==> config.mk <==
export PLATFORM = sky130hd
export DESIGN_NAME = dec_event_ctrl
export DESIGN_NICKNAME = d
export VERILOG_FILES = /design/src/include/dec_pkg.sv /design/src/hw/dec_value_cmp.sv /design/src/hw/dec_event_ctrl.sv
export VERILOG_INCLUDE_DIRS = /design/src /design/src/include
export SDC_FILE = /design/constraint.sdc
export NUM_CORES = 1
export LEC_CHECK = 0
export ABC_AREA = 1
export BUFFER_PORTS_ARGS = -buffer_cell sky130_fd_sc_hd__buf_2
export CAP_MARGIN = 20
export CORE_AREA = 2 2 246 248
export DETAILED_ROUTE_END_ITERATION = 8
export DIE_AREA = 0 0 248 250
export MAX_ROUTING_LAYER = met4
export PLACE_DENSITY = 0.51
export RECOVER_POWER = 25
export SETUP_SLACK_MARGIN = 0.05
export SYNTH_ARGS = -nofsm -noshare
export SYNTH_HDL_FRONTEND = slang
export SYNTH_HIERARCHICAL = 1
export SYNTH_SLANG_ARGS = --single-unit
==> constraint.sdc <==
create_clock -name CLOCK -period 1.9 [get_ports CLOCK]
set_clock_uncertainty 0.05 [all_clocks]
set_input_delay 0.285 -clock CLOCK [delete_from_list [all_inputs] [get_ports CLOCK]]
set_output_delay 0.285 -clock CLOCK [all_outputs]
set_load 0.1 [all_outputs]
==> src/include/dec_params.svh <==
`ifndef DEC_PARAMS_SVH
`define DEC_PARAMS_SVH
// ----------------------------------------
// bit numbering: bit 0 is the msb
// ----------------------------------------
`define DEC_B(n) (31-(n))
// ----------------------------------------
// register select codes
// ----------------------------------------
`define DEC_SEL_CTRL_A 4'h0
`define DEC_SEL_CTRL_B 4'h1
`define DEC_SEL_STATUS 4'h2
`define DEC_SEL_FETCH_ADDR_CMP_1 4'h3
`define DEC_SEL_FETCH_ADDR_CMP_2 4'h4
`define DEC_SEL_FETCH_ADDR_CMP_3 4'h5
`define DEC_SEL_FETCH_ADDR_CMP_4 4'h6
`define DEC_SEL_DATA_ADDR_CMP_1 4'h7
`define DEC_SEL_DATA_ADDR_CMP_2 4'h8
`define DEC_SEL_VALUE_CMP_WORD_1 4'h9
`define DEC_SEL_VALUE_CMP_WORD_2 4'ha
// ----------------------------------------
// event_control_a fields
// ----------------------------------------
`define DEC_A_EXT 0
`define DEC_A_INT 1
`define DEC_A_IC 4
`define DEC_A_BT 5
`define DEC_A_EXC 6
`define DEC_A_TRAP 7
`define DEC_A_IA1 8
`define DEC_A_IA2 9
`define DEC_A_RA 10
`define DEC_A_RAX 11
`define DEC_A_IA3 12
`define DEC_A_IA4 13
`define DEC_A_RB 14
`define DEC_A_RBX 15
`define DEC_A_RAT 16
`define DEC_A_RBT 17
`define DEC_A_FT 31
// ----------------------------------------
// event_control_b fields
// ----------------------------------------
`define DEC_B_D1R 0
`define DEC_B_D2R 1
`define DEC_B_D1W 2
`define DEC_B_D2W 3
`define DEC_B_D1S 4
`define DEC_B_D2S 6
`define DEC_B_DA 8
`define DEC_B_DAX 9
`define DEC_B_VALUE_CMP1_MODE 12
`define DEC_B_VALUE_CMP2_MODE 14
`define DEC_B_VALUE_CMP1_LANES 16
`define DEC_B_VALUE_CMP2_LANES 20
// ----------------------------------------
// event_status fields
// ----------------------------------------
`define DEC_S_IC 0
`define DEC_S_BT 1
`define DEC_S_EXC 2
`define DEC_S_TRAP 3
`define DEC_S_FORCED 4
`define DEC_S_IA1 5
`define DEC_S_IA2 6
`define DEC_S_DR1 7
`define DEC_S_DW1 8
`define DEC_S_DR2 9
`define DEC_S_DW2 10
`define DEC_S_IMP 11
`define DEC_S_IA3 12
`define DEC_S_IA4 13
`define DEC_S_MRR 22
// ----------------------------------------
// masks, codes, reset values
// ----------------------------------------
`define DEC_WORD_MASK 32'hffff_fffc
`define DEC_CTRL_A_MASK 32'hffff_c001
`define DEC_CTRL_B_MASK 32'hffff_ff00
`define DEC_ZERO_WORD 32'h0000_0000
`define DEC_MASK_BYTE 32'hffff_ffff
`define DEC_MASK_HALF 32'hffff_fffe
`define DEC_MASK_WORD 32'hffff_fffc
`define DEC_MASK_LINE 32'hffff_ffe0
`define DEC_SIZE_BYTE 2'h0
`define DEC_SIZE_HALF 2'h1
`define DEC_SIZE_WORD 2'h2
`define DEC_VMODE_NONE 2'h0
`define DEC_VMODE_AND 2'h1
`define DEC_VMODE_OR 2'h2
`define DEC_VMODE_HALF 2'h3
`endif

==> src/include/dec_pkg.sv <==
package dec_pkg;
  typedef logic [31:0] dec_word_t;
  typedef struct packed {
    dec_word_t ctrl_a;
    dec_word_t ctrl_b;
    dec_word_t status;
    logic [3:0][31:0] iac;
    logic [1:0][31:0] dac;
    logic [1:0][31:0] dvc;
    dec_word_t rdata;
    logic intr;
    logic stop;
    logic wstop;
    logic freeze;
    logic [2:0] sync;
    logic forced_lvl;
  } dec_state_t;
endpackage : dec_pkg

==> src/hw/dec_value_cmp.sv <==
`timescale 1ns/1ps
`include "dec_params.svh"
module dec_value_cmp
  import dec_pkg::*;
(
  // operands
  input wire logic [31:0] data,
  input wire logic [31:0] ref_word,
  // configuration
  input wire logic [3:0] lanes,
  input wire logic [1:0] mode,
  // result
  output logic match
);
  logic [3:0] eq;
  logic hi_ok;
  logic lo_ok;

  // ----------------------------------------
  // per byte equality
  // ----------------------------------------
  genvar g;
  for (g = 0; g < 4; g++) begin : g_lane
    assign eq[g] = data[8*g +: 8] == ref_word[8*g +: 8];
  end

  assign hi_ok = lanes[3] & lanes[2] & eq[3] & eq[2];
  assign lo_ok = lanes[1] & lanes[0] & eq[1] & eq[0];

  // ----------------------------------------
  // mode select
  // ----------------------------------------
  always_comb begin
    unique case (mode)
      `DEC_VMODE_AND: match = &(eq | ~lanes);
      `DEC_VMODE_OR: match = |(eq & lanes);
      `DEC_VMODE_HALF: match = hi_ok | lo_ok;
      `DEC_VMODE_NONE: match = 1'b1;
    endcase
  end
endmodule : dec_value_cmp

==> src/hw/dec_event_ctrl.sv <==
`timescale 1ns/1ps
// Summary of operation
// - control a enables exception, trap, fetch compares
// - bit 10 makes fetch 1-2 a range
// - bit 11 selects range 1-2 exclusive
// - bits 14/15 range and exclusive for 3-4
// - toggle bits flip exclusive on fetch event
// - bit 31 freezes timers on event
// - control b read/write data compare enables
// - compare 1 size masks low address bits
// - compare 2 size masks the same way
// - bits 8/9 data range and exclusive
// - value 1 mode: and, or, halfword
// - value 2 mode uses same encodings
// - lane enables pick compared data bytes
// - status write is a clear mask
// - status flags set by their events
// - bit 11 records event while disallowed
// - bits 22:23 record latest reset kind
// - fetch compares use word address only
// - errors suppress data events, cache ops suppress value compare matches
// - value event needs address and value match
// - action depends on debug mode
// - bits 0/1 external and internal mode
// - bits 4/5 completion and branch enables
// - interrupt needs internal mode and allow
`include "dec_params.svh"
module dec_event_ctrl
  import dec_pkg::*;
(
  // clock and reset
  input wire logic CLOCK,
  input wire logic RST,
  input wire logic [1:0] RESET_KIND,
  // register access
  input wire logic REG_WR,
  input wire logic [3:0] REG_SEL,
  input wire logic [31:0] REG_WDATA,
  output logic [31:0] REG_RDATA,
  // instruction side
  input wire logic FETCH_VALID,
  input wire logic [31:0] FETCH_ADDR,
  input wire logic INSTR_DONE,
  input wire logic BRANCH_TAKEN,
  input wire logic EXC_TAKEN,
  input wire logic EXC_CRITICAL,
  input wire logic TRAP_TAKEN,
  input wire logic FORCED_EVENT_INPUT,
  // data side
  input wire logic DATA_VALID,
  input wire logic DATA_WRITE,
  input wire logic DATA_CACHE_OP,
  input wire logic DATA_ERROR,
  input wire logic [31:0] DATA_ADDR,
  input wire logic [31:0] DATA_VALUE,
  // processor state
  input wire logic DBG_INTR_ALLOW,
  input wire logic WAIT_MODE_EN,
  input wire logic DBG_INTR_ACK,
  input wire logic RESUME,
  input wire logic EXT_INTR,
  // actions
  output logic DBG_INTR_REQ,
  output logic CORE_STOP,
  output logic TIMER_FREEZE
);
  dec_state_t q;
  dec_state_t d;

  // ----------------------------------------
  // control fields
  // ----------------------------------------
  logic ext_mode;
  logic int_mode;
  logic de;
  logic quiet;
  logic flip_a;
  logic flip_b;
  logic range_a_en;
  logic range_b_en;
  logic [1:0] size1;
  logic [1:0] size2;

  assign ext_mode = q.ctrl_a[`DEC_B(`DEC_A_EXT)];
  assign int_mode = q.ctrl_a[`DEC_B(`DEC_A_INT)];
  assign de = DBG_INTR_ALLOW;
  assign quiet = int_mode & ~ext_mode & ~de;
  assign flip_a = q.ctrl_a[`DEC_B(`DEC_A_RAT)];
  assign flip_b = q.ctrl_a[`DEC_B(`DEC_A_RBT)];
  assign range_a_en = q.ctrl_a[`DEC_B(`DEC_A_RA)];
  assign range_b_en = q.ctrl_a[`DEC_B(`DEC_A_RB)];
  assign size1 = q.ctrl_b[`DEC_B(`DEC_B_D1S) -: 2];
  assign size2 = q.ctrl_b[`DEC_B(`DEC_B_D2S) -: 2];

  // ----------------------------------------
  // range gating
  // ----------------------------------------
  logic gate_a;
  logic gate_b;

  assign gate_a = ~(flip_a & quiet);
  assign gate_b = ~(flip_b & quiet);

  // ----------------------------------------
  // instruction address compare
  // ----------------------------------------
  logic [31:0] fa;
  logic [3:0] ia_eq;
  logic [3:0] ia_en;
  logic [3:0] ia_hit;
  logic in_a;
  logic in_b;
  logic hit_a;
  logic hit_b;

  assign fa = FETCH_ADDR & `DEC_WORD_MASK;
  assign ia_en[0] = q.ctrl_a[`DEC_B(`DEC_A_IA1)];
  assign ia_en[1] = q.ctrl_a[`DEC_B(`DEC_A_IA2)];
  assign ia_en[2] = q.ctrl_a[`DEC_B(`DEC_A_IA3)];
  assign ia_en[3] = q.ctrl_a[`DEC_B(`DEC_A_IA4)];
  assign in_a = (fa >= q.iac[0]) && (fa < q.iac[1]);
  assign in_b = (fa >= q.iac[2]) && (fa < q.iac[3]);
  assign hit_a = (q.ctrl_a[`DEC_B(`DEC_A_RAX)] ? ~in_a : in_a) & gate_a;
  assign hit_b = (q.ctrl_a[`DEC_B(`DEC_A_RBX)] ? ~in_b : in_b) & gate_b;

  genvar i;
  for (i = 0; i < 4; i++) begin : g_iac
    logic rng;
    assign rng = (i < 2) ? range_a_en : range_b_en;
    assign ia_eq[i] = fa == q.iac[i];
    assign ia_hit[i] = FETCH_VALID & ia_en[i] & (rng ? ((i < 2) ? hit_a : hit_b) : ia_eq[i]);
  end

  // ----------------------------------------
  // data address compare
  // ----------------------------------------
  function automatic logic [31:0] size_mask(input logic [1:0] sz);
    logic [31:0] m;
    unique case (sz)
      `DEC_SIZE_BYTE: m = `DEC_MASK_BYTE;
      `DEC_SIZE_HALF: m = `DEC_MASK_HALF;
      `DEC_SIZE_WORD: m = `DEC_MASK_WORD;
      default: m = `DEC_MASK_LINE;
    endcase
    return m;
  endfunction : size_mask

  logic [31:0] m1;
  logic [31:0] m2;
  logic d_in;
  logic d_rng;
  logic a1;
  logic a2;
  logic [1:0] vmode1;
  logic [1:0] vmode2;
  logic vm1;
  logic vm2;
  logic v1ok;
  logic v2ok;
  logic dok;
  logic rd;
  logic wr;

  assign m1 = size_mask(size1);
  assign m2 = size_mask(size2);
  assign d_in = (DATA_ADDR >= q.dac[0]) && (DATA_ADDR < q.dac[1]);
  assign d_rng = q.ctrl_b[`DEC_B(`DEC_B_DAX)] ? ~d_in : d_in;
  assign a1 = q.ctrl_b[`DEC_B(`DEC_B_DA)] ? d_rng : ((DATA_ADDR & m1) == (q.dac[0] & m1));
  assign a2 = q.ctrl_b[`DEC_B(`DEC_B_DA)] ? d_rng : ((DATA_ADDR & m2) == (q.dac[1] & m2));
  assign vmode1 = q.ctrl_b[`DEC_B(`DEC_B_VALUE_CMP1_MODE) -: 2];
  assign vmode2 = q.ctrl_b[`DEC_B(`DEC_B_VALUE_CMP2_MODE) -: 2];

  // ----------------------------------------
  // data value compare
  // ----------------------------------------
  dec_value_cmp u_vc1 (
    .data(DATA_VALUE),
    .ref_word(q.dvc[0]),
    .lanes(q.ctrl_b[`DEC_B(`DEC_B_VALUE_CMP1_LANES) -: 4]),
    .mode(vmode1),
    .match(vm1)
  );

  dec_value_cmp u_vc2 (
    .data(DATA_VALUE),
    .ref_word(q.dvc[1]),
    .lanes(q.ctrl_b[`DEC_B(`DEC_B_VALUE_CMP2_LANES) -: 4]),
    .mode(vmode2),
    .match(vm2)
  );

  assign v1ok = (vmode1 == `DEC_VMODE_NONE) | (vm1 & ~DATA_CACHE_OP);
  assign v2ok = (vmode2 == `DEC_VMODE_NONE) | (vm2 & ~DATA_CACHE_OP);
  assign dok = DATA_VALID & ~DATA_ERROR;
  assign rd = dok & ~DATA_WRITE;
  assign wr = dok & DATA_WRITE;

  // ----------------------------------------
  // forced event edge
  // ----------------------------------------
  logic agree;
  logic forced_ev;

  assign agree = q.sync[1] == q.sync[2];
  assign forced_ev = agree & q.sync[2] & ~q.forced_lvl;

  // ----------------------------------------
  // event vector
  // ----------------------------------------
  logic [31:0] ev;
  logic any_ev;
  logic ev_a;
  logic ev_b;

  always_comb begin
    ev = `DEC_ZERO_WORD;
    ev[`DEC_B(`DEC_S_IC)] = INSTR_DONE & q.ctrl_a[`DEC_B(`DEC_A_IC)] & ~quiet;
    ev[`DEC_B(`DEC_S_BT)] = BRANCH_TAKEN & q.ctrl_a[`DEC_B(`DEC_A_BT)] & ~quiet;
    ev[`DEC_B(`DEC_S_EXC)] = EXC_TAKEN & q.ctrl_a[`DEC_B(`DEC_A_EXC)]
                             & ~(EXC_CRITICAL & int_mode & ~ext_mode);
    ev[`DEC_B(`DEC_S_TRAP)] = TRAP_TAKEN & q.ctrl_a[`DEC_B(`DEC_A_TRAP)];
    ev[`DEC_B(`DEC_S_FORCED)] = forced_ev;
    ev[`DEC_B(`DEC_S_IA1)] = ia_hit[0];
    ev[`DEC_B(`DEC_S_IA2)] = ia_hit[1];
    ev[`DEC_B(`DEC_S_IA3)] = ia_hit[2];
    ev[`DEC_B(`DEC_S_IA4)] = ia_hit[3];
    ev[`DEC_B(`DEC_S_DR1)] = rd & q.ctrl_b[`DEC_B(`DEC_B_D1R)] & a1 & v1ok;
    ev[`DEC_B(`DEC_S_DW1)] = wr & q.ctrl_b[`DEC_B(`DEC_B_D1W)] & a1 & v1ok;
    ev[`DEC_B(`DEC_S_DR2)] = rd & q.ctrl_b[`DEC_B(`DEC_B_D2R)] & a2 & v2ok;
    ev[`DEC_B(`DEC_S_DW2)] = wr & q.ctrl_b[`DEC_B(`DEC_B_D2W)] & a2 & v2ok;
  end

  assign any_ev = |ev;
  assign ev_a = range_a_en & (ia_hit[0] | ia_hit[1]);
  assign ev_b = range_b_en & (ia_hit[2] | ia_hit[3]);

  // ----------------------------------------
  // next state
  // ----------------------------------------
  logic [31:0] clr;
  logic wait_mode;

  assign clr = (REG_WR && REG_SEL == `DEC_SEL_STATUS) ? REG_WDATA : `DEC_ZERO_WORD;
  assign wait_mode = ~int_mode & ~ext_mode & WAIT_MODE_EN;

  always_comb begin
    d = q;
    d.sync = {q.sync[1:0], FORCED_EVENT_INPUT};
    if (agree) begin
      d.forced_lvl = q.sync[2];
    end
    // register writes
    if (REG_WR) begin
      unique case (REG_SEL)
        `DEC_SEL_CTRL_A: d.ctrl_a = REG_WDATA & `DEC_CTRL_A_MASK;
        `DEC_SEL_CTRL_B: d.ctrl_b = REG_WDATA & `DEC_CTRL_B_MASK;
        `DEC_SEL_FETCH_ADDR_CMP_1: d.iac[0] = REG_WDATA & `DEC_WORD_MASK;
        `DEC_SEL_FETCH_ADDR_CMP_2: d.iac[1] = REG_WDATA & `DEC_WORD_MASK;
        `DEC_SEL_FETCH_ADDR_CMP_3: d.iac[2] = REG_WDATA & `DEC_WORD_MASK;
        `DEC_SEL_FETCH_ADDR_CMP_4: d.iac[3] = REG_WDATA & `DEC_WORD_MASK;
        `DEC_SEL_DATA_ADDR_CMP_1: d.dac[0] = REG_WDATA;
        `DEC_SEL_DATA_ADDR_CMP_2: d.dac[1] = REG_WDATA;
        `DEC_SEL_VALUE_CMP_WORD_1: d.dvc[0] = REG_WDATA;
        `DEC_SEL_VALUE_CMP_WORD_2: d.dvc[1] = REG_WDATA;
        default: ;
      endcase
    end
    // range toggles
    if (ev_a & flip_a) begin
      d.ctrl_a[`DEC_B(`DEC_A_RAX)] = ~d.ctrl_a[`DEC_B(`DEC_A_RAX)];
    end
    if (ev_b & flip_b) begin
      d.ctrl_a[`DEC_B(`DEC_A_RBX)] = ~d.ctrl_a[`DEC_B(`DEC_A_RBX)];
    end
    // status: set wins over clear
    d.status = (q.status & ~clr) | ev;
    if (any_ev & ~de) begin
      d.status[`DEC_B(`DEC_S_IMP)] = 1'b1;
    end
    // actions
    if (DBG_INTR_ACK) begin
      d.intr = 1'b0;
    end
    if (RESUME) begin
      d.stop = 1'b0;
      d.wstop = 1'b0;
      d.freeze = 1'b0;
    end
    if (EXT_INTR) begin
      d.wstop = 1'b0;
    end
    if (any_ev) begin
      if (int_mode & de) begin
        d.intr = 1'b1;
      end
      if (ext_mode) begin
        d.stop = 1'b1;
      end
      if (wait_mode) begin
        d.wstop = 1'b1;
      end
      if (q.ctrl_a[`DEC_B(`DEC_A_FT)]) begin
        d.freeze = 1'b1;
      end
    end
    // read data
    unique case (REG_SEL)
      `DEC_SEL_CTRL_A: d.rdata = q.ctrl_a;
      `DEC_SEL_CTRL_B: d.rdata = q.ctrl_b;
      `DEC_SEL_STATUS: d.rdata = q.status;
      `DEC_SEL_FETCH_ADDR_CMP_1: d.rdata = q.iac[0];
      `DEC_SEL_FETCH_ADDR_CMP_2: d.rdata = q.iac[1];
      `DEC_SEL_FETCH_ADDR_CMP_3: d.rdata = q.iac[2];
      `DEC_SEL_FETCH_ADDR_CMP_4: d.rdata = q.iac[3];
      `DEC_SEL_DATA_ADDR_CMP_1: d.rdata = q.dac[0];
      `DEC_SEL_DATA_ADDR_CMP_2: d.rdata = q.dac[1];
      `DEC_SEL_VALUE_CMP_WORD_1: d.rdata = q.dvc[0];
      `DEC_SEL_VALUE_CMP_WORD_2: d.rdata = q.dvc[1];
      default: d.rdata = `DEC_ZERO_WORD;
    endcase
    // reset
    if (RST) begin
      d = '0;
      d.status[`DEC_B(`DEC_S_MRR) -: 2] = RESET_KIND;
    end
  end

  // ----------------------------------------
  // state register
  // ----------------------------------------
  always_ff @(posedge CLOCK) begin
    q <= d;
  end

  // ----------------------------------------
  // outputs
  // ----------------------------------------
  assign REG_RDATA = q.rdata;
  assign DBG_INTR_REQ = q.intr;
  assign CORE_STOP = q.stop | q.wstop;
  assign TIMER_FREEZE = q.freeze;
endmodule : dec_event_ctrl

After elaboration in Yosys (flattened, before gate mapping)

Index checks and enable logic that the tools add are counted.

Magnitude comparators: 6
Equality and inequality tests: 35
Multiplexer cells: 40
Bitwise gates (word level): 98
Reductions and logical operators: 24

Operator list:

| cell                                                 | number |
|---|---|
| one-hot mux 32 bit (11 select lines)                 | 1 |
| 2-to-1 mux 32 bit                                    | 10 |
| 2-to-1 mux 306 bit                                   | 1 |
| 2-to-1 mux 256 bit                                   | 1 |
| AND 32 bit                                           | 5 |
| equality test 30 bit                                 | 4 |
| greater-or-equal comparator 32 bit                   | 3 |
| < comparator 32 bit                                  | 3 |
| equality test 32 bit                                 | 2 |
| equality test 8 bit                                  | 8 |
| AND 1 bit                                            | 62 |
| 2-to-1 mux 53 bit                                    | 1 |
| NOT 32 bit                                           | 1 |
| OR 32 bit                                            | 1 |
| one-hot mux 5 bit (3 select lines)                   | 2 |
| 2-to-1 mux 21 bit                                    | 1 |
| AND reduction 2 bit                                  | 10 |
| 2-to-1 mux 1 bit                                     | 19 |
| equality test 4 x 3 -> 1 bit (second input constant) | 4 |
| NOT 1 bit                                            | 16 |
| OR reduction 13 bit                                  | 1 |
| equality test 2 bit (second input constant)          | 6 |
| equality test 4 bit (second input constant)          | 3 |
| AND 4 bit                                            | 2 |
| other kinds (15)                                     | 36 |

Flip-flop bits (word level): 363
Output and inout port bits: 35
Logic and storage cells: 223

Depth between registers and ports, before layout

Gate-level depths: netlist of the first run.

Word-level depth: 12
Gate-level depth with buffers: 20
Depth with buffers taken out: 20

Cells and area by module

Netlist of the first run, hierarchy kept.

By module, submodules not included:

| module         | instances | cells each | area an instance (um^2) | sequential area each (um^2) |
|---|---|---|---|---|
| dec_event_ctrl | 1         | 2,616      | 19,391.1                | 7,267.0 |
| dec_value_cmp  | 2         | 114        | 580.6                   | 0.0 |

Worst setup path before layout of the first run

No wires, ideal clock.

Kind: reg-to-reg
Start point: register q[241] (netlist name)
End point: register q[376] (netlist name)
Library setup time: 0.128 ns
Data arrival time: 1.794 ns
Required time: 1.722 ns
Setup slack: -0.072 ns
Stages on the path, launching flop included: 15
Path buffers: 0
Period minus slack after synthesis: 1.972 ns
Cells stage by stage: dfxtp_1 > inv_1 > ha_1 > nand2_1 > nor4_2 > nand3_1 > nand3_1 > nand2_1 > nand2_1 > nand3_2 > nand2_2 > o21ai_2 > nand3b_1 > xnor2_1 > nor2_1

Cells in the longest elaborated chain, start to end: 11
Elaborated cells between the ends (all ways): 14

Ends and longest elaborated chain:

| item                               | RTL line              | text |
|---|---|---|
| from (decl)                        | dec_event_ctrl.sv:67  | `dec_state_t q;` |
| from (signal assigned)             | dec_event_ctrl.sv:332 | `q <= d;` |
| greater-or-equal comparator 32 bit | dec_event_ctrl.sv:122 | `assign in_b = (fa >= q.iac[2]) && (fa < q.iac[3]);` |
| logical AND 1 bit                  | dec_event_ctrl.sv:122 |  |
| NOT 1 bit                          | dec_event_ctrl.sv:124 | `` assign hit_b = (q.ctrl_a[`DEC_B(`DEC_A_RBX)] ? ~in_b : in_b) & gate_b; `` |
| 2-to-1 mux 1 bit                   | dec_event_ctrl.sv:124 |  |
| AND 1 bit                          | dec_event_ctrl.sv:124 |  |
| 2-to-1 mux 1 bit                   | dec_event_ctrl.sv:131 | `assign ia_hit[i] = FETCH_VALID & ia_en[i] & (rng ? ((i < 2) ? hit_a : hit_b) : ia_eq[i]);` |
| AND 1 bit                          | dec_event_ctrl.sv:131 |  |
| OR 1 bit (*)                       | dec_event_ctrl.sv:235 | `assign ev_b = range_b_en & (ia_hit[2] \| ia_hit[3]);` |
| AND 1 bit (*)                      | dec_event_ctrl.sv:235 |  |
| AND 1 bit (*)                      | dec_event_ctrl.sv:272 | `if (ev_b & flip_b) begin` |
| 2-to-1 mux 1 bit (*)               | dec_event_ctrl.sv:272 |  |

Every way passes the cells marked *; elsewhere a longest branch is shown, timed or not.
A chain may end at the register's enable or synchronous reset.

Worst setup path in the final report of the first run

Start point: register q[79] (netlist name)
End point: register q[316] (netlist name)

Cells in the longest elaborated chain, start to end: 10
Elaborated cells between the ends (all ways): 15

Ends and longest elaborated chain:

| item                                             | RTL line                                     | text |
|---|---|---|
| equality test 8 bit (*)                          | dec_value_cmp.sv:24                          | `assign eq[g] = data[8*g +: 8] == ref_word[8*g +: 8];` |
| AND 4 bit, or another cell as far along          | dec_value_cmp.sv:36                          | `` `DEC_VMODE_OR: match = \|(eq & lanes); `` |
| OR reduction 4 bit, or another cell as far along | dec_value_cmp.sv:36                          |  |
| one-hot mux 1 bit (4 select lines) (*)           | dec_value_cmp.sv:34                          | `unique case (mode)` |
| net vm2                                          | dec_event_ctrl.sv:157                        | `logic vm2;` |
| AND 1 bit (*)                                    | dec_event_ctrl.sv:193                        | `` assign v2ok = (vmode2 == `DEC_VMODE_NONE) \| (vm2 & ~DATA_CACHE_OP); `` |
| OR 1 bit (*)                                     | dec_event_ctrl.sv:193                        |  |
| AND 1 bit, on equally long branches              | dec_event_ctrl.sv:230, dec_event_ctrl.sv:229 |  |
| OR reduction 13 bit (*)                          | dec_event_ctrl.sv:233                        | `assign any_ev = \|ev;` |
| AND 1 bit (*)                                    | dec_event_ctrl.sv:277                        | `if (any_ev & ~de) begin` |
| 2-to-1 mux 1 bit (*)                             | dec_event_ctrl.sv:277                        |  |

The timed path passes the listed nets; every way through them passes the cells marked *.

==> metrics.md, run 1 <==
| Metric | Value |
|---|---|
| Outcome | `finished, violations left` |
| Failing checks | `setup timing` |
| DR iter-0 viols | `1345` |
| Post-route cell area | `28710 um2` |
| Slew Viols, Final | `0` |
| Mapped cell area | `20550 um2` |
| Vias in the first global route | `20710` |
| Fillcell total | `5873` |
| Placed Area | `between 20000 and 30000 um2` |
| Die width | `248 um` |
| Hold Slack | `0.04189 ns` |
| Num CTS Buffers | `44` |
| Reg area | `around 7300 um2` |
| DR pass1 iterations | `6` |
| TritonCTS clock tree | `done` |
| Hold path cells | `4` |
| Worst Path Max Fanout | `5` |
| Post-synth top area share | `0.3536` |
| Family with the most delay on the worst path | `simple AND/OR/NAND/NOR gates` |
| CP dominant cell by count | `nor2_1` |
| Tmin final | `around 2.4 ns` |
| Crit end category | `register` |
| DR WL/cell | `around 19 um` |
| Core ar. | `between 50000 and 60000 um2` |
| Grt met1 use | `0.3215` |
| Max Clock Freq | `423.0 MHz` |
| Clk_lat worst skew | `a little under 0.6 ns` |
| Total GRT Usage | `0.2621` |
| Pwr per Cell Area | `a little under 700 nW/um2` |
| Dominant cell type by area after synthesis | `dfxtp_1` |
| Met3 global-route usage | `0.03420` |
| Critical Path Source Type | `register` |
| Sequential share of the synthesized area | `0.3536` |
| Pwr Total | `19.63 mW` |
| First-pass GRT wire length | `around 120 mm` |
| Antenna viol nets, final | `0` |
| WP data required | `between 2 and 2.5 ns` |
| Multi-input gate area | `approximately 12000 um2` |
| CTS Sinks | `between 300 and 400` |
| GRT Max-Usage Layer | `met2` |
| R2R setup slack | `-0.46 ns` |
| Area Overhead vs Synth | `39.67%` |
| DP HPWL | `between 60 and 70 mm` |
| Post-synth top flop | `dfxtp_1` |
| Slew HR | `0.6654` |
| Top cells by area, synth | `dfxtp_1 35%, ha_1 11%, a21oi_1 9.8%` |
| Std-Cell Rows | `90` |
| Root buffer cell | `clkbuf_16` |
| Setup ws final | `-0.4640 ns` |
| Worst Hold Launch | `WAIT_MODE_EN` |
| Min-Delay Path Class | `in -> reg` |
| Tcrit/Tclk final | `1.244` |
| Max-cap viol count | `0` |
| Final WL | `~81 mm` |
| IO Pins | `between 150 and 200` |
| Arr. time, crit path | `between 2 and 3 ns` |
| Initial antenna violation count | `10` |
| Initial core utilization | `0.3450` |
| Number of synthesized flops with an enable pin | `0` |
| Buffers on Ports | `185` |
| Grt ovf | `0` |
| FF+latch count, synth | `~360` |
| Syn Nets | `between 3000 and 4000` |
| Drt via density | `5.110` |
| Reg2reg end | `q[316]` |
| VDD IR max | `roughly 0.60 mV` |
| Htree depth | `2` |
| Clock Pin Slew Worst Setup and Hold Paths | `roughly 0.070 ns` |
| CP Cell Sequence | `xnor2_1 > nand2_1 > nor2_1 > buf_4 > nand3_2 > nand2_2 > nor2_1 > nor2_1 > nor2_1 > nand2_2 > a21oi_4 > nor3_4 > o211ai_2 > nand2_2 > o21bai_1 > a21oi_1` |
| Global placement routability congestion | `~0.96` |
| Worst R2R Start | `q[79]` |
| RSZ-0062 raised after global routing | `true` |
| Residual DRC count | `0` |
| Die H | `approximately 250 um` |
| DP Cell Count | `~4100` |
| Die Area | `a little over 60000 um2` |
| Final Non-Filler Cells | `approximately 4200` |
| Library cells used by synthesis | `48` |
| GRT met2 Usage | `0.4415` |
| Synth warn | `6` |
| Ys async rst share | `0` |
| Hold EP | `q[5]` |
| CP Buf/Inv Count | `1` |
| WS Path Type | `reg -> reg` |
| Worst slack, placed | `-0.7045 ns` |
| Avg Cell Area, Syn | `slightly above 7 um2` |
| Layout cells sized above 1 | `0.3076` |
| Largest net degree at the start of global routing | `between 80 and 90` |
| Setup violations, final | `15` |
| Cell count after synthesis | `around 2800` |
| R2R depth | `16` |
| Crit-path max cell delay | `0.33 ns` |
| Leakage | `around 12 nW` |
| Final hold viol count | `0` |
| Critical path's slowest cell | `dfxtp_1` |
| CTS Buffer Depth | `3` |
| Vias | `between 20000 and 25000` |
| Slew at the pin with the worst max-slew slack | `about 0.50 ns` |
| Nets | `3707` |
==> synth_stat cells, drive strengths merged, types with 3 or more instances <==
cell	number
clkbuf	123
a21o	5
o211ai	3
nand3	131
o21a	4
o22ai	70
and3	3
a221oi	59
nand2	497
xnor2	58
ha	184
nand4	16
o21ai	264
nor3	16
o41ai	3
o21bai	10
xor2	4
buf	65
a21oi	403
dfxtp	363
a31oi	7
nor2	117
nand3b	5
inv	416
o2111ai	4
==> metal layers <==
metal	up-vias	part of all wire
li1	10550	-
met1	10100	0.42
met4	0	0.035
met2	629	0.49
met3	147	0.056
met5	-	0
==> power by group <==
part           switching (mW)  internal (mW)
logic                    1.71           1.16
registers              0.0714           7.76
clock network            3.54           5.39
==> registers in the layout, summed over array words and instances (netlist names) <==
| register | count |
|---|---|
| ext_mode | 1 |
| DBG_INTR_REQ | 1 |
| ia_en | 4 |
| TIMER_FREEZE | 1 |
| g_iac.rng | 2 |
| flip_a | 1 |
| REG_RDATA | 32 |
| int_mode | 1 |
| flip_b | 1 |
| q | 319 |
==> final cells by class <==
cell class                      instances  share of cell area
Multi-Input combinational cell       1876              0.4291
Sequential cell                       363              0.2548
Tap cell                              782             0.03408
Antenna cell                            7           0.0006102
Timing Repair Buffer                  668              0.1738
Clock inverter                         21            0.009502
Clock buffer                           59             0.04311
Inverter                              417             0.05496
==> worst min-delay path, stage by stage <==
cell	delay [ns]
buf_2	0.10
nand3_1	0.06
o21bai_1	0.09
a21oi_1	0.07
==> layout by cell type (no fill, tap or decap), drive strengths merged, types with 16 or more instances in the layout <==
| master | count |
|---|---|
| a221oi | 59 |
| inv | 417 |
| dfxtp | 363 |
| o22ai | 70 |
| buf | 656 |
| nor3 | 16 |
| ha | 184 |
| xnor2 | 58 |
| a21oi | 403 |
| o21ai | 264 |
| nand4 | 16 |
| nor2 | 117 |
| nand2 | 497 |
| nand3 | 131 |
| clkbuf | 59 |
==> kinds of logic (layout without fill, tap and decap cells) <==
group | after synthesis | after routing | share of synthesized area
compound gates | 840 | 840 | 0.2265
xor+xnor | 62 | 62 | 0.02642
fa+ha+maj | 184 | 184 | 0.1120
buf+inv | 605 | 1165 | 0.1180
flops | 363 | 363 | 0.3536
other cells | 0 | 7 | 0
simple gates | 790 | 790 | 0.1634
==> metrics by stage <==
stage / utilization / TNS, ns
finish: 0.4819 / -5.164
global route: 0.4819 / -7.041
CTS: 0.4651 / -4.506
detailed placement: 0.4307 / -18.11
global placement: 0.4307 / -16.33
floorplan: - / -0.1669
==> worst max path at each step <==
| stage | start | cells after the start | to | slack, ns |
|---|---|---|---|---|
| floorplan | q[247] | 17 | q[376] | -0.07 |
| detailed placement | FETCH_ADDR[15] | 16 | q[316] | -0.70 |
| global route | q[260] | 17 | q[376] | -0.60 |
| global placement | FETCH_ADDR[23] | 15 | DBG_INTR_REQ | -0.63 |
| finish | q[79] | 16 | q[316] | -0.46 |
| CTS | q[287] | 12 | q[376] | -0.48 |
==> timing repair <==
action,CTS,global route
endpoints found under the setup margin,15,16
gates resized for setup,95,183
endpoints found under the hold margin,15,0
pin swaps,37,72
hold buffers,12,0
setup buffers,4,8
Note: power is estimated with default switching activity, not from simulation.
==> inputs of run 2 (changes only) <==
--- a/config.mk
+++ b/config.mk
@@ -13,7 +13,7 @@
 export DETAILED_ROUTE_END_ITERATION = 8
 export DIE_AREA = 0 0 248 250
 export MAX_ROUTING_LAYER = met4
-export PLACE_DENSITY = 0.51
+export PLACE_DENSITY = 0.49
 export RECOVER_POWER = 25
 export SETUP_SLACK_MARGIN = 0.05
 export SYNTH_ARGS = -nofsm -noshare
==> constraint.sdc (replaced) <==
create_clock -name CLOCK -period 2.8 [get_ports CLOCK]
set_clock_uncertainty 0.05 [all_clocks]
set_input_delay 0.42 -clock CLOCK [delete_from_list [all_inputs] [get_ports CLOCK]]
set_output_delay 0.42 -clock CLOCK [all_outputs]
set_load 0.1 [all_outputs]
==> metrics.md, run 2 (synthesis results as in run 1) <==
| Metric | Value |
|---|---|
| Vias | `19720 (-8.0%)` |
| TritonCTS clock tree | `done` |
| R2R setup slack | `0.25 ns (+0.71 ns)` |
| Most common cell after layout, fill and taps aside | `nand2_1` |
| Die Area | `62000 um2 (unchanged)` |
| Layout cells sized above 1 | `0.1328 (-0.1748)` |
| Residual DRC count | `0 (unchanged)` |
| Tmin final | `around 2.6 ns` |
| Final hold viol count | `0 (unchanged)` |
| Family with the most delay on the worst path | `buffers and inverters` |
| CTS Sinks | `363 (unchanged)` |
| Antenna viol nets, final | `0 (unchanged)` |
| Crit end category | `register` |
| DR iter-0 viols | `1454 (+8.1%)` |
| Setup tns final | `0 ns (+5.164 ns)` |
| Initial antenna violation count | `9 (-1)` |
| Drt via density | `5.183 (+1.4%)` |
| Core ar. | `59570 um2 (unchanged)` |
| Setup bufs post-CTS | `0 (-4)` |
| Die H | `250 um (unchanged)` |
| Worst R2R Start | `q[131]` |
| Num CTS Buffers | `43 (-2.3%)` |
| Hold EP | `DBG_INTR_REQ` |
| Tcrit/Tclk final | `0.9373` |
| DR pass1 iterations | `7 (+1)` |
| Arr. time, crit path | `2.99 ns (+0.23 ns)` |
| Failing checks | `capacitance limit` |
| DR WL/cell | `19.90 um (+3.0%)` |
| Std-Cell Rows | `90 (unchanged)` |
| Slew at the pin with the worst max-slew slack | `1.491 ns (+0.9904 ns)` |
| Total GRT Usage | `0.2474 (-0.01471)` |
| Clk_lat worst skew | `0.59 ns (about the same)` |
| Setup violations, final | `0 (-15)` |
| WP data required | `3.16 ns (+0.86 ns)` |
| R2R depth | `15 (-1)` |
| Critical path's slowest cell | `nor2_1` |
| Pwr Total | `12.73 mW (-35%)` |
| CP Buf/Inv Count | `4 (+3)` |
| Final Non-Filler Cells | `3804 (-9.3%)` |
| RSZ-0062 raised after global routing | `false` |
| First-pass GRT wire length | `112.9 mm (-6.4%)` |
| Max-cap viol count | `1 (+1)` |
| Buffers on Ports | `185 (unchanged)` |
| CP Cell Sequence | `clkbuf_1 > inv_1 > nand2_1 > nor2_1 > clkbuf_1 > nand2_1 > clkbuf_2 > o21ai_0 > a21oi_1` |
| Global placement routability congestion | `0.9128 (-4.8%)` |
| Worst Path Max Fanout | `43 (+38)` |
| Slew HR | `0.006231 (-0.6591)` |
| Die width | `248 um (unchanged)` |
| IO Pins | `188 (unchanged)` |
| Max Clock Freq | `around 380 MHz` |
| Crit-path max cell delay | `0.64 ns (+0.31 ns)` |
| Nets | `3316 (-11%)` |
| Pwr per Cell Area | `534.1 nW/um2 (-22%)` |
| Leakage | `9.802 nW (-19%)` |
| Reg2reg end | `DBG_INTR_REQ` |
| Worst Hold Launch | `DBG_INTR_ACK` |
| Max reg flops | `319 (unchanged)` |
| Root buffer cell | `clkbuf_16` |
| DP HPWL | `57.69 mm (-6.7%)` |
| Outcome | `finished, violations left` |
| Hold path cells | `4 (unchanged)` |
| Vias in the first global route | `18730 (-9.6%)` |
| VDD IR max | `0.4367 mV (-28%)` |
| WS Path Type | `in -> reg` |
| Most frequent cells in the layout | `484 x nand2_1, 414 x inv_1, 403 x a21oi_1, 363 x dfxtp_1, 260 x o21ai_0` |
| Critical Path Source Type | `input pin` |
| Hold Slack | `0.04930 ns (+0.007407 ns)` |
| Area Overhead vs Synth | `16.01%` |
| Min-Delay Path Class | `in -> reg` |
| Initial core utilization | `0.3450 (unchanged)` |
| Grt ovf | `0 (unchanged)` |
| Most flop-heavy register | `q` |
| Largest net degree at the start of global routing | `75 (-11%)` |
| Slew Viols, Final | `0 (unchanged)` |
| Final WL | `75.69 mm (-6.6%)` |
| DP Cell Count | `3714 (-9.1%)` |
| CTS Buffer Depth | `3 (unchanged)` |
| Clock Pin Slew Worst Setup and Hold Paths | `0.06 ns (about the same)` |
| Htree depth | `2 (unchanged)` |
## run 2: cell types whose count changed in the layout (fill, tap and decap cells not counted), moves of 14 or more
cell     delta
a21oi_1    +15
buf_12     -27
buf_4     -361
dfxtp_1    +38
dfxtp_2    -38
ha_1       +63
ha_4       -63
inv_1      +45
inv_2      -42
nand2_1    +49
nand2_2    -39
nand3_1    +14
nor2_1     +25
## run 2: metrics by stage
step                      instance area [um2]  utilization  setup WS, ns
after global routing                    23830       0.4001       0.04065
after global placement                  22400       0.3760      -0.03297
after CTS                               23900       0.4012        0.2231
final                                   23840       0.4002        0.1756
after detailed placement                22400       0.3760     -0.004070
after floorplan                         20550            -        0.7438
## run 2: layout make-up
cell class | instances | area (um2)
Timing Repair Buffer | 278 | 1640
Clock buffer | 55 | 1221
Inverter | 417 | 1569
Clock inverter | 23 | 259.0
Sequential cell | 363 | 7267
Tap cell | 782 | 978.4
Fill cell | 6273 | 35730
Antenna cell | 10 | 25.02
Multi-Input combinational cell | 1876 | 10880
## run 2: what timing repair did
action / 4_1_cts / 5_1_grt
gates resized for setup: 0 / 3
hold buffers: 2 / 0
setup endpoints to repair: 0 / 6
endpoints found under the hold margin: 2 / 0
## run 2: how the worst max path moves through the flow
| stage | from | end | slack [ns] | cells past startpoint |
|---|---|---|---|---|
| floorplan | FETCH_ADDR[2] | q[376] | 0.74 | 14 |
| finish | REG_SEL[2] | q[77] | 0.18 | 9 |
| detailed placement | FETCH_ADDR[2] | q[380] | -0.004 | 13 |
| global placement | FETCH_ADDR[2] | q[380] | -0.03 | 13 |
| CTS | q[207] | q[380] | 0.22 | 11 |
| global route | REG_SEL[2] | q[77] | 0.04 | 9 |
## run 2: worst min-delay path: stages
cell and delay [ns]:
buf_2 0.07, inv_1 0.03, nand2_1 0.05, a21oi_1 0.06
## run 2: where the power goes
group          switching (mW)  leakage (nW)  total [mW]  internal [mW]
clock                    2.39         0.736        5.94           3.54
sequential             0.0520          2.94        5.32           5.26
combinational           0.987          6.13        1.48          0.494
total                    3.43          9.80        12.7           9.30
## run 2: per-layer routing
layer	up-vias	wire, um	global-route usage	share of wire
met2	593	35350	0.3980	0.47
met4	0	2676	0.08725	0.035
met1	9221	33580	0.3182	0.44
met3	144	4090	0.03011	0.054
li1	9757	-	-	-
met5	-	0	-	0
